===== src/include/iodec_defs.svh =====
// field positions, widths and timing counts of the instruction word decoder
// assumes: included by the decoder package and the design file by bare name
`ifndef IODEC_DEFS_SVH
`define IODEC_DEFS_SVH

`define IODEC_WORD_W        12
`define IODEC_FILE_W        5
`define IODEC_BIT_W         3
`define IODEC_LIT_W         9
`define IODEC_FILE_LSB      0
`define IODEC_DEST_POS      5
`define IODEC_BIT_LSB       5
`define IODEC_BYTE_OP_LSB   6
`define IODEC_LIT_OP_LSB    8
`define IODEC_JUMP_OP_LSB   9
`define IODEC_OSC_PER_CYC   4
`define IODEC_JUMP_OP       3'h5
`define IODEC_BIT_GROUP     2'h1
`define IODEC_BYTE_GROUP    2'h0

`endif


===== src/include/iodec_pkg.sv =====
// types shared by the instruction word decoder
// assumes: iodec_defs.svh on the include path
`include "iodec_defs.svh"

package iodec_pkg;

    typedef enum logic [1:0]
    {
        IODEC_CLASS_BYTE = 2'b00,
        IODEC_CLASS_BIT  = 2'b01,
        IODEC_CLASS_LIT  = 2'b10,
        IODEC_CLASS_JUMP = 2'b11
    } iodec_class_t;

    typedef enum logic [1:0]
    {
        IODEC_PH_Q1 = 2'b00,
        IODEC_PH_Q2 = 2'b01,
        IODEC_PH_Q3 = 2'b10,
        IODEC_PH_Q4 = 2'b11
    } iodec_phase_t;

endpackage : iodec_pkg


===== src/logic/iodec_decoder.sv =====
// instruction word decoder: splits 12-bit words into opcode and operand fields
// assumes: instruction word comes from program memory on the same clock;
// SYS_CLK is the oscillator, one instruction cycle is four enabled clocks;
// SYS_RST and CLK_EN are same-clock signals, so no synchroniser sits on them;
// the execute stage reads the fields while ISSUE_STB is high or any time after
`include "iodec_defs.svh"

`default_nettype none

module iodec_decoder
    import iodec_pkg::*;
#(
    parameter int unsigned OSC_PER_CYC = `IODEC_OSC_PER_CYC
)
(
    // clock, reset, enable
    input  wire logic                       SYS_CLK,
    input  wire logic                       SYS_RST,
    input  wire logic                       CLK_EN,
    // instruction word from program memory
    input  wire logic [`IODEC_WORD_W-1:0]   INSTR_WORD,
    // decoded fields
    output var  logic                       ISSUE_STB,
    output var  logic [1:0]                 INSTR_CLASS,
    output var  logic [5:0]                 OPCODE,
    output var  logic [`IODEC_FILE_W-1:0]   FILE_SEL,
    output var  logic                       DEST_FILE,
    output var  logic [`IODEC_BIT_W-1:0]    BIT_SEL,
    output var  logic [`IODEC_LIT_W-1:0]    LITERAL,
    output var  logic                       LIT_WIDE
);

    // ------------------------------------------------------------
    // class decode
    // ------------------------------------------------------------
    // top bits only; lower operand bits are passed in but never examined
    function automatic iodec_class_t classify(input logic [`IODEC_WORD_W-1:0] w);
        if (w[11:10] == `IODEC_BYTE_GROUP)
        begin
            classify = IODEC_CLASS_BYTE;
        end
        else if (w[11:10] == `IODEC_BIT_GROUP)
        begin
            classify = IODEC_CLASS_BIT;
        end
        else if (w[11:9] == `IODEC_JUMP_OP)
        begin
            classify = IODEC_CLASS_JUMP;
        end
        else
        begin
            classify = IODEC_CLASS_LIT;
        end
    endfunction : classify

    // ------------------------------------------------------------
    // instruction cycle pacing
    // ------------------------------------------------------------
    // the count stops while CLK_EN is low, so a stalled core never loses a fetch slot;
    // words offered on the other phases are simply ignored
    localparam int unsigned PH_W = (OSC_PER_CYC > 1) ? $clog2(OSC_PER_CYC) : 1;
    localparam logic [PH_W-1:0] PH_LAST = PH_W'(OSC_PER_CYC - 1);

    logic [PH_W-1:0] phase_q;
    logic [PH_W-1:0] phase_d;
    logic            issue_now;

    always_comb
    begin
        issue_now = (phase_q == PH_LAST);
        phase_d   = issue_now ? '0 : phase_q + PH_W'(1);
    end

    always_ff @(posedge SYS_CLK)
    begin
        if (SYS_RST)
            phase_q <= '0;
        else if (CLK_EN)
            phase_q <= phase_d;
    end

    // ------------------------------------------------------------
    // field extraction
    // ------------------------------------------------------------
    logic                     issue_q;
    logic                     issue_d;
    logic [1:0]               class_q;
    logic [1:0]               class_d;
    logic [5:0]               opcode_q;
    logic [5:0]               opcode_d;
    logic [`IODEC_FILE_W-1:0] file_q;
    logic [`IODEC_FILE_W-1:0] file_d;
    logic                     dest_q;
    logic                     dest_d;
    logic [`IODEC_BIT_W-1:0]  bit_q;
    logic [`IODEC_BIT_W-1:0]  bit_d;
    logic [`IODEC_LIT_W-1:0]  lit_q;
    logic [`IODEC_LIT_W-1:0]  lit_d;
    logic                     wide_q;
    logic                     wide_d;
    iodec_class_t             cls;

    // ------------------------------------------------------------
    // next field values
    // ------------------------------------------------------------
    // unused fields are forced to zero so don't-care bits never leak out;
    // a few gates more, but the execute stage may read any field blindly
    always_comb
    begin
        cls      = classify(INSTR_WORD);
        issue_d  = issue_now;
        class_d  = issue_now ? cls : class_q;
        opcode_d = opcode_q;
        file_d   = file_q;
        dest_d   = dest_q;
        bit_d    = bit_q;
        lit_d    = lit_q;
        wide_d   = wide_q;
        if (issue_now)
        begin
            opcode_d = '0;
            file_d   = '0;
            dest_d   = 1'h0;
            bit_d    = '0;
            lit_d    = '0;
            wide_d   = 1'h0;
            case (cls)
                IODEC_CLASS_BYTE:
                begin
                    opcode_d = INSTR_WORD[11:`IODEC_BYTE_OP_LSB];
                    dest_d   = INSTR_WORD[`IODEC_DEST_POS];
                    file_d   = INSTR_WORD[4:`IODEC_FILE_LSB];
                end
                IODEC_CLASS_BIT:
                begin
                    opcode_d = {2'h0, INSTR_WORD[11:`IODEC_LIT_OP_LSB]};
                    bit_d    = INSTR_WORD[7:`IODEC_BIT_LSB];
                    file_d   = INSTR_WORD[4:`IODEC_FILE_LSB];
                end
                IODEC_CLASS_JUMP:
                begin
                    opcode_d = {3'h0, INSTR_WORD[11:`IODEC_JUMP_OP_LSB]};
                    lit_d    = INSTR_WORD[8:0];
                    wide_d   = 1'b1;
                end
                IODEC_CLASS_LIT:
                begin
                    opcode_d = {2'h0, INSTR_WORD[11:`IODEC_LIT_OP_LSB]};
                    lit_d    = {1'b0, INSTR_WORD[7:0]};
                end
                default:
                begin
                    // no code reaches here; listed so a stray class stays inert
                    opcode_d = '0;
                    file_d   = '0;
                    dest_d   = 1'h0;
                    bit_d    = '0;
                    lit_d    = '0;
                    wide_d   = 1'h0;
                end
            endcase
        end
    end

    // ------------------------------------------------------------
    // field registers
    // ------------------------------------------------------------
    // reset wins over CLK_EN, so a single edge always clears the outputs
    always_ff @(posedge SYS_CLK)
    begin
        if (SYS_RST)
        begin
            issue_q  <= 1'b0;
            class_q  <= 2'h0;
            opcode_q <= 6'h0;
            file_q   <= '0;
            dest_q   <= 1'b0;
            bit_q    <= '0;
            lit_q    <= '0;
            wide_q   <= 1'b0;
        end
        else if (CLK_EN)
        begin
            issue_q  <= issue_d;
            class_q  <= class_d;
            opcode_q <= opcode_d;
            file_q   <= file_d;
            dest_q   <= dest_d;
            bit_q    <= bit_d;
            lit_q    <= lit_d;
            wide_q   <= wide_d;
        end
    end

    // ------------------------------------------------------------
    // outputs
    // ------------------------------------------------------------
    assign ISSUE_STB   = issue_q;
    assign INSTR_CLASS = class_q;
    assign OPCODE      = opcode_q;
    assign FILE_SEL    = file_q;
    assign DEST_FILE   = dest_q;
    assign BIT_SEL     = bit_q;
    assign LITERAL     = lit_q;
    assign LIT_WIDE    = wide_q;

endmodule : iodec_decoder

`default_nettype wire


===== config.mk =====
export PLATFORM = sky130hd
export DESIGN_NAME = iodec_decoder
export DESIGN_NICKNAME = d
export VERILOG_FILES = /design/src/include/iodec_pkg.sv /design/src/logic/iodec_decoder.sv
export VERILOG_INCLUDE_DIRS = /design/src /design/src/include
export SDC_FILE = /design/constraint.sdc
export NUM_CORES = 1
export LEC_CHECK = 0
export BUFFER_PORTS_ARGS = -buffer_cell sky130_fd_sc_hd__buf_2
export CORE_ASPECT_RATIO = 0.9
export CORE_UTILIZATION = 50
export DETAILED_ROUTE_END_ITERATION = 8
export PLACE_DENSITY = 0.81
export SLEW_MARGIN = 20
export SYNTH_ARGS = -nofsm -noshare
export SYNTH_HDL_FRONTEND = slang
export SYNTH_SLANG_ARGS = --single-unit

===== constraint.sdc =====
create_clock -name SYS_CLK -period 2.15 [get_ports SYS_CLK]
set_clock_uncertainty 0.05 [all_clocks]
set_input_delay 0.1075 -clock SYS_CLK [delete_from_list [all_inputs] [get_ports SYS_CLK]]
set_output_delay 0.1075 -clock SYS_CLK [all_outputs]
set_load 0.01 [all_outputs]

==> results of run 1 <==
-- cell type report --
type | count | area (um^2)
well taps | 27 | 33.78
flip-flops and latches | 30 | 600.6
inverters | 3 | 11.26
multi-input cells | 92 | 541.8
fillers | 212 | 748.2
repair buffers | 47 | 255.2
clock buffers | 6 | 51.30
-- state kept, by name, indices dropped and copies added (netlist names) --
| register | cells |
|---|---|
| BIT_SEL | 3 |
| DEST_FILE | 1 |
| FILE_SEL | 5 |
| INSTR_CLASS | 2 |
| ISSUE_STB | 1 |
| LITERAL | 9 |
| LIT_WIDE | 1 |
| OPCODE | 6 |
| phase_q | 2 |
-- how the worst min path moves through the flow --
stage	startpoint	end	slack [ns]
after detailed placement	INSTR_WORD[3]	LITERAL[3]	0.33
after floorplan	SYS_RST	OPCODE[0]	0.16
after global placement	INSTR_WORD[3]	LITERAL[3]	0.31
final	INSTR_WORD[1]	LITERAL[1]	-0.0006
after CTS	INSTR_WORD[1]	LITERAL[1]	0.0009
after global routing	INSTR_WORD[8]	LITERAL[8]	0.01
-- metal layers --
metal	share of wire, %	vias up	GRT usage, %
met2	45	45	34.35
li1	-	557	-
met1	46	523	25.68
met5	0	-	0
met4	2.1	0	14.53
met3	7.2	7	6.542
-- layout by cell type, fill, tap and decap left out, drive strengths merged --
| cell | instances |
|---|---|
| o2111a | 1 |
| o41ai | 1 |
| nor3 | 2 |
| nor3b | 4 |
| and2 | 1 |
| a211oi | 2 |
| nand3b | 7 |
| o21bai | 1 |
| clkbuf | 6 |
| buf | 44 |
| mux2i | 1 |
| a22oi | 7 |
| nand3 | 7 |
| ha | 3 |
| dlygate4sd3 | 3 |
| nor2 | 13 |
| dfxtp | 30 |
| nand2 | 19 |
| a21oi | 18 |
| a311oi | 1 |
| inv | 3 |
| a221oi | 1 |
| a31oi | 1 |
| nor2b | 2 |
-- critical path: cells and delay by family (launching register included) --
kind	cells	cell delay, ns
AND/OR/NAND/NOR	2	0.57
flip-flops	1	0.37
buffers and inverters	1	0.26
adder cells (fa/ha/maj)	1	0.22
AO/OA/AOI/OAI	1	0.17
-- report_power, final --
part	internal, uW	leakage (uW)	switching, uW	total [uW]
sequential	561	0.000242	3.30	564
combinational	32.1	0.000394	48.2	80.3
clock	147	0.0000302	181	328
-- logic make-up (layout without fill, tap and decap cells) --
family / after synthesis / count (layout) / synth area share (%)
buf+inv: 13 / 56 / 6.741
compound gates: 33 / 33 / 17.98
mux: 1 / 1 / 0.8172
flops: 30 / 30 / 49.03
simple gates: 55 / 55 / 22.37
fa+ha+maj: 3 / 3 / 3.065
-- per-stage QoR --
stage          utilization [%]  cell area, um^2  setup WS (ns)  std cells  power [uW]
2_1_floorplan                -             1225         0.7126        135       621.8
3_3_place_gp             63.00             1413         0.4226        196       648.6
3_5_place_dp             63.00             1413         0.3328        196       651.8
4_1_cts                  66.63             1494         0.4355        205       976.0
5_1_grt                  66.63             1494         0.2818        205        1019
6_report                 66.63             1494         0.4318        205       971.8
==> flow_summary.json, run 1 <==
{
  "status": "finished with violations",
  "violations": "negative hold slack",
  "synthTopCellsByArea": "dfxtp_1 49%, a21oi_1 6.9%, nand2_1 5.8%",
  "fin_crit_sh_pct": 79.92,
  "critical_path.max_stage_delay_ns": 0.49,
  "cts.clk_slew.worst_paths_ns": 0.09,
  "powerDensity_mw_per_mm2": 650.5,
  "worstSetupPathType": "reg -> reg",
  "grt_pass1_vias": 982,
  "dr.pass1.iters": 4,
  "syn_nets": 153,
  "synth_enable_flop_cells": 0,
  "drv_slew": 0,
  "yosysWarnings": 0,
  "clockRootBuffer": "clkbuf_4",
  "synthArstFlopShare_pct": 0,
  "track_usage_pct": 22.21,
  "final_nets": 197,
  "hold_viol_final": 1,
  "n_antenna_cell": 0,
  "yosys_register_bits": 30,
  "slowest_stage": "and2_1",
  "crit_chain": "ha_1 > and2_1 > buf_4 > nand3_1 > a21oi_1",
  "die_area_mm2": 0.002652,
  "overflow": 0,
  "slew_headroom_pct": 63.60,
  "globalplace.congestion": 0.8167,
  "synth_ff_type": "dfxtp_1",
  "holdWs_ns": -0.0005632,
  "ys_types": 28,
  "io_buffers": 42,
  "power.leakage_uw": 0.0006666,
  "die_width_um": 54.18,
  "avgSynthCellArea_um2": 9.074,
  "cts_hold_buf": 3,
  "cts_setup_buffers": 0,
  "totalNegativeSetupSlack_ns": 0,
  "period_needed_ns": 1.718,
  "end_kind": "flip-flop",
  "r2r_end": "LITERAL[2]",
  "rsz0062_at_grt": "false",
  "ios": 43,
  "insertion_delay_ns": 0.33,
  "core_area_mm2": 0.002242,
  "dpl.hpwl_mm": 1.829,
  "crit_path_start": "phase_q[0]",
  "synthCells": 135,
  "cap_viol_max_count": 0,
  "drc": 0,
  "cp-endpoint": "LITERAL[2]",
  "critPathArrivalTime_ns": 1.93,
  "antenna_found_initial": 0,
  "drt_iter0_markers": 20,
  "min_path_cells": 3,
  "vias": 1132,
  "worstPathMaxFanout": 16,
  "cts_sinks": 30,
  "start_util_pct": 54.63,
  "synth.cell_area_mm2": 0.001225,
  "hold_class": "in -> reg",
  "cts_resized": 0,
  "area_delta_synth_final_pct": 21.96,
  "yosys-top-cells-count": "30 x dfxtp_1, 19 x nand2_1, 17 x a21oi_1, 13 x nor2_1",
  "ff2ff_path_depth": 5,
  "r2r_start": "phase_q[0]",
  "cts_buffers": 5,
  "cts_htree_levels": 2,
  "synth_top_area_share_pct": 49.03,
  "layout-drive-gt1-share_pct": 30.34,
  "vias_per_cell": 5.522,
  "fmax_mhz": 582.0,
  "grt_max_degree": 32,
  "r2r_slack_ns": 0.43,
  "max-vdd-ir-drop_v": 0.0005088,
  "detail-route-antenna-nets": 0,
  "clk_path_buf_depth": 2,
  "yosysMostFrequentCell": "dfxtp_1",
  "synth.largest_area_cell": "dfxtp_1",
  "cts_tree": "yes",
  "ys_seq_area_share_pct": 49.03,
  "setup_viol": 0,
  "rows": 16,
  "grt_pass1_wl_mm": 4.146,
  "die_y_um": 48.96,
  "wire_per_inst_um": 12.71,
  "worst_pin_slew_ns": 0.5460,
  "drt_wl_total_mm": 2.606,
  "cp-start-kind": "flip-flop",
  "critical_path_required_ns": 2.36
}
Power figures use the tool's default switching activity.
==> run 2: changes to the inputs <==
CORE_UTILIZATION = 48   (was 50)
PLACE_DENSITY = 0.78   (was 0.81)
clock period = 1.78 ns   (was 2.15 ns; I/O delays follow)
==> flow_summary.json, run 2 (synthesis gave the netlist of run 1 again) <==
{
  "drv_slew": 0,
  "slowest_stage": "nand2_1",
  "hold_class": "in -> reg",
  "cp_top_family": "simple AND/OR/NAND/NOR gates",
  "core_area_mm2": 0.002282,
  "vias_per_cell": 5.353,
  "cp-start-kind": "flip-flop",
  "detail-route-antenna-nets": 0,
  "path_buf_inv": 1,
  "start_util_pct": 53.67,
  "min_path_cells": 3,
  "worst_pin_slew_ns": 0.5393,
  "fillers": 200,
  "drc": 0,
  "wire_per_inst_um": 13.37,
  "cts_tree": "yes",
  "powerDensity_mw_per_mm2": 806.1,
  "final-seq-area_um2": 600.6,
  "vias": 1151,
  "antenna_found_initial": 0,
  "multi_input_area_um2": 541.8,
  "fmax_mhz": 647.4,
  "rsz0062_at_grt": "false",
  "cts_sinks": 30,
  "insertion_delay_ns": 0.33,
  "hold_viol_final": 0,
  "io_buffers": 42,
  "largest_reg_flops": 9,
  "cts_htree_levels": 2,
  "clk_path_buf_depth": 2,
  "grt_max_degree": 32,
  "setup_viol": 0,
  "grt_pass1_wl_mm": 4.823,
  "cts.clk_slew.worst_paths_ns": 0.09,
  "cts_setup_buffers": 0,
  "cts_buffers": 5,
  "area_delta_synth_final_pct": 30.34,
  "drt_wl_total_mm": 2.875,
  "ff2ff_path_depth": 5,
  "crit_chain": "ha_1 > nand2_1 > buf_4 > nand2_1 > a21oi_1",
  "cap_viol_max_count": 0,
  "crit_path_start": "phase_q[0]",
  "dr.pass1.iters": 5,
  "die_area_mm2": 0.002758,
  "critPathArrivalTime_ns": 1.74,
  "drt_iter0_markers": 49,
  "worstSetupPathType": "reg -> reg",
  "totalNegativeSetupSlack_ns": 0,
  "layout-drive-gt1-share_pct": 30.85,
  "ios": 43,
  "n_antenna_cell": 0,
  "overflow": 0,
  "dp.cells": 198,
  "r2r_slack_ns": 0.24,
  "period_needed_ns": 1.545,
  "status": "finished, final reports clean",
  "die_y_um": 49.93,
  "die_width_um": 55.25,
  "critical_path_required_ns": 1.98,
  "final_cell_mix": "42 x buf_2, 30 x dfxtp_1, 19 x nand2_1",
  "critical_path.max_stage_delay_ns": 0.37,
  "hold_path_startpoint": "INSTR_WORD[9]",
  "max-vdd-ir-drop_v": 0.0006856,
  "end_kind": "flip-flop",
  "holdPathEnd": "OPCODE[1]",
  "r2r_end": "DEST_FILE",
  "fin_crit_sh_pct": 86.78,
  "final_nets": 205,
  "clockRootBuffer": "clkbuf_4",
  "globalplace.congestion": 0.8280,
  "rows": 16,
  "cpMostUsedCell": "nand2_1",
  "dpl.hpwl_mm": 2.020,
  "worstPathMaxFanout": 14,
  "power.leakage_uw": 0.0007163,
  "grt_pass1_vias": 1078,
  "instances_no_fill": 215,
  "slew_headroom_pct": 64.04,
  "mostFrequentLayoutCell": "buf_2",
  "r2r_start": "phase_q[0]",
  "track_usage_pct": 23.24
}
run 2: final cells by class:
| type | instances | share of cell area [%] |
|---|---|---|
| sequential | 30 | 37.62 |
| multi-input combinational | 92 | 33.93 |
| timing repair buffer | 55 | 20.69 |
| clock buffer | 8 | 4.937 |
| tap | 27 | 2.116 |
| inverter | 3 | 0.7053 |
run 2: per-stage QoR:
step	setup slack, ns	util [%]	instance area (um^2)	hold slack, ns	total power [uW]
floorplan	0.3611	-	1225	0.1439	751.1
global placement	0.1143	62.55	1428	0.2950	786.3
detailed placement	0.02242	62.55	1428	0.3284	790.4
CTS	0.2324	69.96	1597	0.005004	1298
global route	0.1067	69.96	1597	0.01472	1341
finish	0.2353	69.96	1597	0.02370	1287
run 2: what timing repair did:
action / 4_1_cts / 5_1_grt
endpoints found under the hold margin: 15 / 0
resized for setup: 0 / 0
setup endpoints to repair: 0 / 0
hold buffers: 9 / 0
run 2: worst max path at each step:
stage,endpoint,slack (ns),cells past startpoint
finish,DEST_FILE,0.24,5
global route,DEST_FILE,0.11,5
CTS,INSTR_CLASS[1],0.23,5
detailed placement,LITERAL[7],0.02,8
global placement,LITERAL[7],0.11,8
floorplan,LITERAL[0],0.36,7
run 2: report_power, final:
part / total (uW) / internal (uW) / switching, uW
logic: 110 / 49.0 / 61.0
clock network: 496 / 270 / 226
registers: 681 / 677 / 3.77
total: 1290 / 996 / 291
run 2: worst min-delay path, stage by stage:
cell,delay [ns]
buf_2,0.12
nand3b_1,0.08
a31oi_1,0.07
run 2: per-layer routing:
| layer | up-vias | track usage, % | wire length (um) |
|---|---|---|---|
| met5 | - | 0 | 0 |
| met4 | 0 | 10.83 | 57 |
| met3 | 5 | 8.399 | 156 |
| met2 | 41 | 40.76 | 1426 |
| met1 | 531 | 24.92 | 1235 |
| li1 | 574 | - | - |
==> run 3: changes to the inputs <==
clock period = 1.65 ns   (was 1.78 ns; I/O delays follow)
==> flow_summary.json, run 3 (synthesis gave the netlist of run 1 again) <==
{
  "status": "finished, final reports clean",
  "vias_per_cell": 5.391,
  "totalNegativeSetupSlack_ns": 0,
  "critical_path.max_stage_delay_ns": 0.36,
  "vias": 1159,
  "cp-start-kind": "flip-flop",
  "worstSetupPathType": "reg -> reg",
  "period_needed_ns": 1.492,
  "dpl.hpwl_mm": 1.910,
  "fin_crit_sh_pct": 90.42,
  "drv_slew": 0,
  "clk_path_buf_depth": 2,
  "cap_viol_max_count": 0,
  "detail-route-antenna-nets": 0,
  "wire_per_inst_um": 12.85,
  "layout-drive-gt1-share_pct": 31.38,
  "hold_class": "in -> reg",
  "antenna_found_initial": 0,
  "insertion_delay_ns": 0.31,
  "gr-usage-met2_pct": 36.35,
  "critical_path_required_ns": 1.85,
  "slowest_stage": "dfxtp_1",
  "grt_pass1_vias": 1089,
  "largest_reg_flops": 9,
  "grt_pass1_wl_mm": 4.650,
  "path_buf_inv": 1,
  "cts_buffers": 5,
  "cp.depth": 5,
  "critPathArrivalTime_ns": 1.69,
  "powerDensity_mw_per_mm2": 863.3,
  "use_met3_pct": 8.136,
  "grt.busiest_layer": "met2",
  "dp.cells": 199,
  "slew_headroom_pct": 63.27,
  "cts_htree_levels": 2,
  "final_nets": 205,
  "hold_viol_final": 0,
  "fmax_mhz": 670.3,
  "die_area_mm2": 0.002758,
  "dr.pass1.iters": 4,
  "core_area_mm2": 0.002282,
  "cts_sinks": 30,
  "globalplace.congestion": 0.8206,
  "end_kind": "flip-flop",
  "worstPathMaxFanout": 11,
  "drt_wl_total_mm": 2.763,
  "mostFrequentLayoutCell": "buf_2",
  "n_antenna_cell": 0,
  "setup_viol": 0,
  "drc": 0,
  "clockRootBuffer": "clkbuf_4",
  "drt_iter0_markers": 35,
  "area_delta_synth_final_pct": 31.15,
  "die_y_um": 49.93,
  "instances_no_fill": 215,
  "cts_tree": "yes",
  "power.leakage_uw": 0.0007238,
  "min_path_cells": 3,
  "crit_chain": "ha_1 > and2_1 > buf_4 > nand3b_1 > a21oi_1",
  "die_width_um": 55.25,
  "cts.clk_slew.worst_paths_ns": 0.09,
  "grt_max_degree": 32,
  "cts_setup_buffers": 0,
  "max-vdd-ir-drop_v": 0.0007247,
  "r2r_slack_ns": 0.16,
  "rows": 16,
  "overflow": 0,
  "cp_top_family": "simple AND/OR/NAND/NOR gates",
  "rsz0062_at_grt": "false",
  "fillers": 205,
  "final_cell_mix": "42 x buf_2, 30 x dfxtp_1, 19 x nand2_1",
  "track_usage_pct": 21.87,
  "worst_pin_slew_ns": 0.5509,
  "use_met1_pct": 26.02,
  "io_buffers": 42,
  "ios": 43,
  "ff2ff_path_depth": 5,
  "start_util_pct": 53.67
}
run 3: cell types whose count changed in the layout (fill, tap and decap cells not counted):
cell / previous run / this run
dlygate4sd3_1: 9 / 8
buf_12: 0 / 1
run 3: repair_timing:
| item | CTS | global route |
|---|---|---|
| endpoints found under the hold margin | 16 | 0 |
| gates resized for setup | 0 | 0 |
| hold buffers | 8 | 0 |
run 3: report_power, final:
group	internal (uW)	leakage (uW)	total, uW	switching [uW]
clock network	291	0.0000446	533	242
logic	53.5	0.000437	119	65.9
registers	731	0.000242	735	3.99
run 3: tightest hold or removal path, stage by stage:
cell and delay, ns:
buf_2 0.13, nand3_1 0.07, a21oi_1 0.06
run 3: final cells by class:
cell class	count	area, um^2	share of cell area (%)
flip-flops and latches	30	600.6	37.38
repair buffers	55	340.3	21.18
multi-input cells	92	541.8	33.72
inverters	3	11.26	0.7009
well taps	27	33.78	2.103
clock buffers	8	78.83	4.907
run 3: layer usage:
layer,wire length (um),vias up
met1,1238,536
li1,-,574
met2,1337,47
met5,0,-
met4,12,0
met3,174,2
run 3: path summary, 6_finish.rpt:
check | startpoint | to
worst min register to register | FILE_SEL[1] | FILE_SEL[1]
worst min-delay path | INSTR_WORD[6] | BIT_SEL[1]
worst max-delay path | phase_q[0] | FILE_SEL[2]
worst max register to register | phase_q[0] | FILE_SEL[2]
run 3: stage by stage:
stage	total power (uW)	cell area (um^2)	utilization [%]	hold WS, ns	worst slack, ns
final	1387	1607	70.39	0.008222	0.1581
after global routing	1455	1607	70.39	0.002131	0.02512
after CTS	1399	1607	70.39	0.001339	0.1325
after detailed placement	856.0	1448	63.43	0.3067	-0.01055
after global placement	851.9	1448	63.43	0.2912	0.05820
after floorplan	810.3	1225	-	0.1374	0.2376
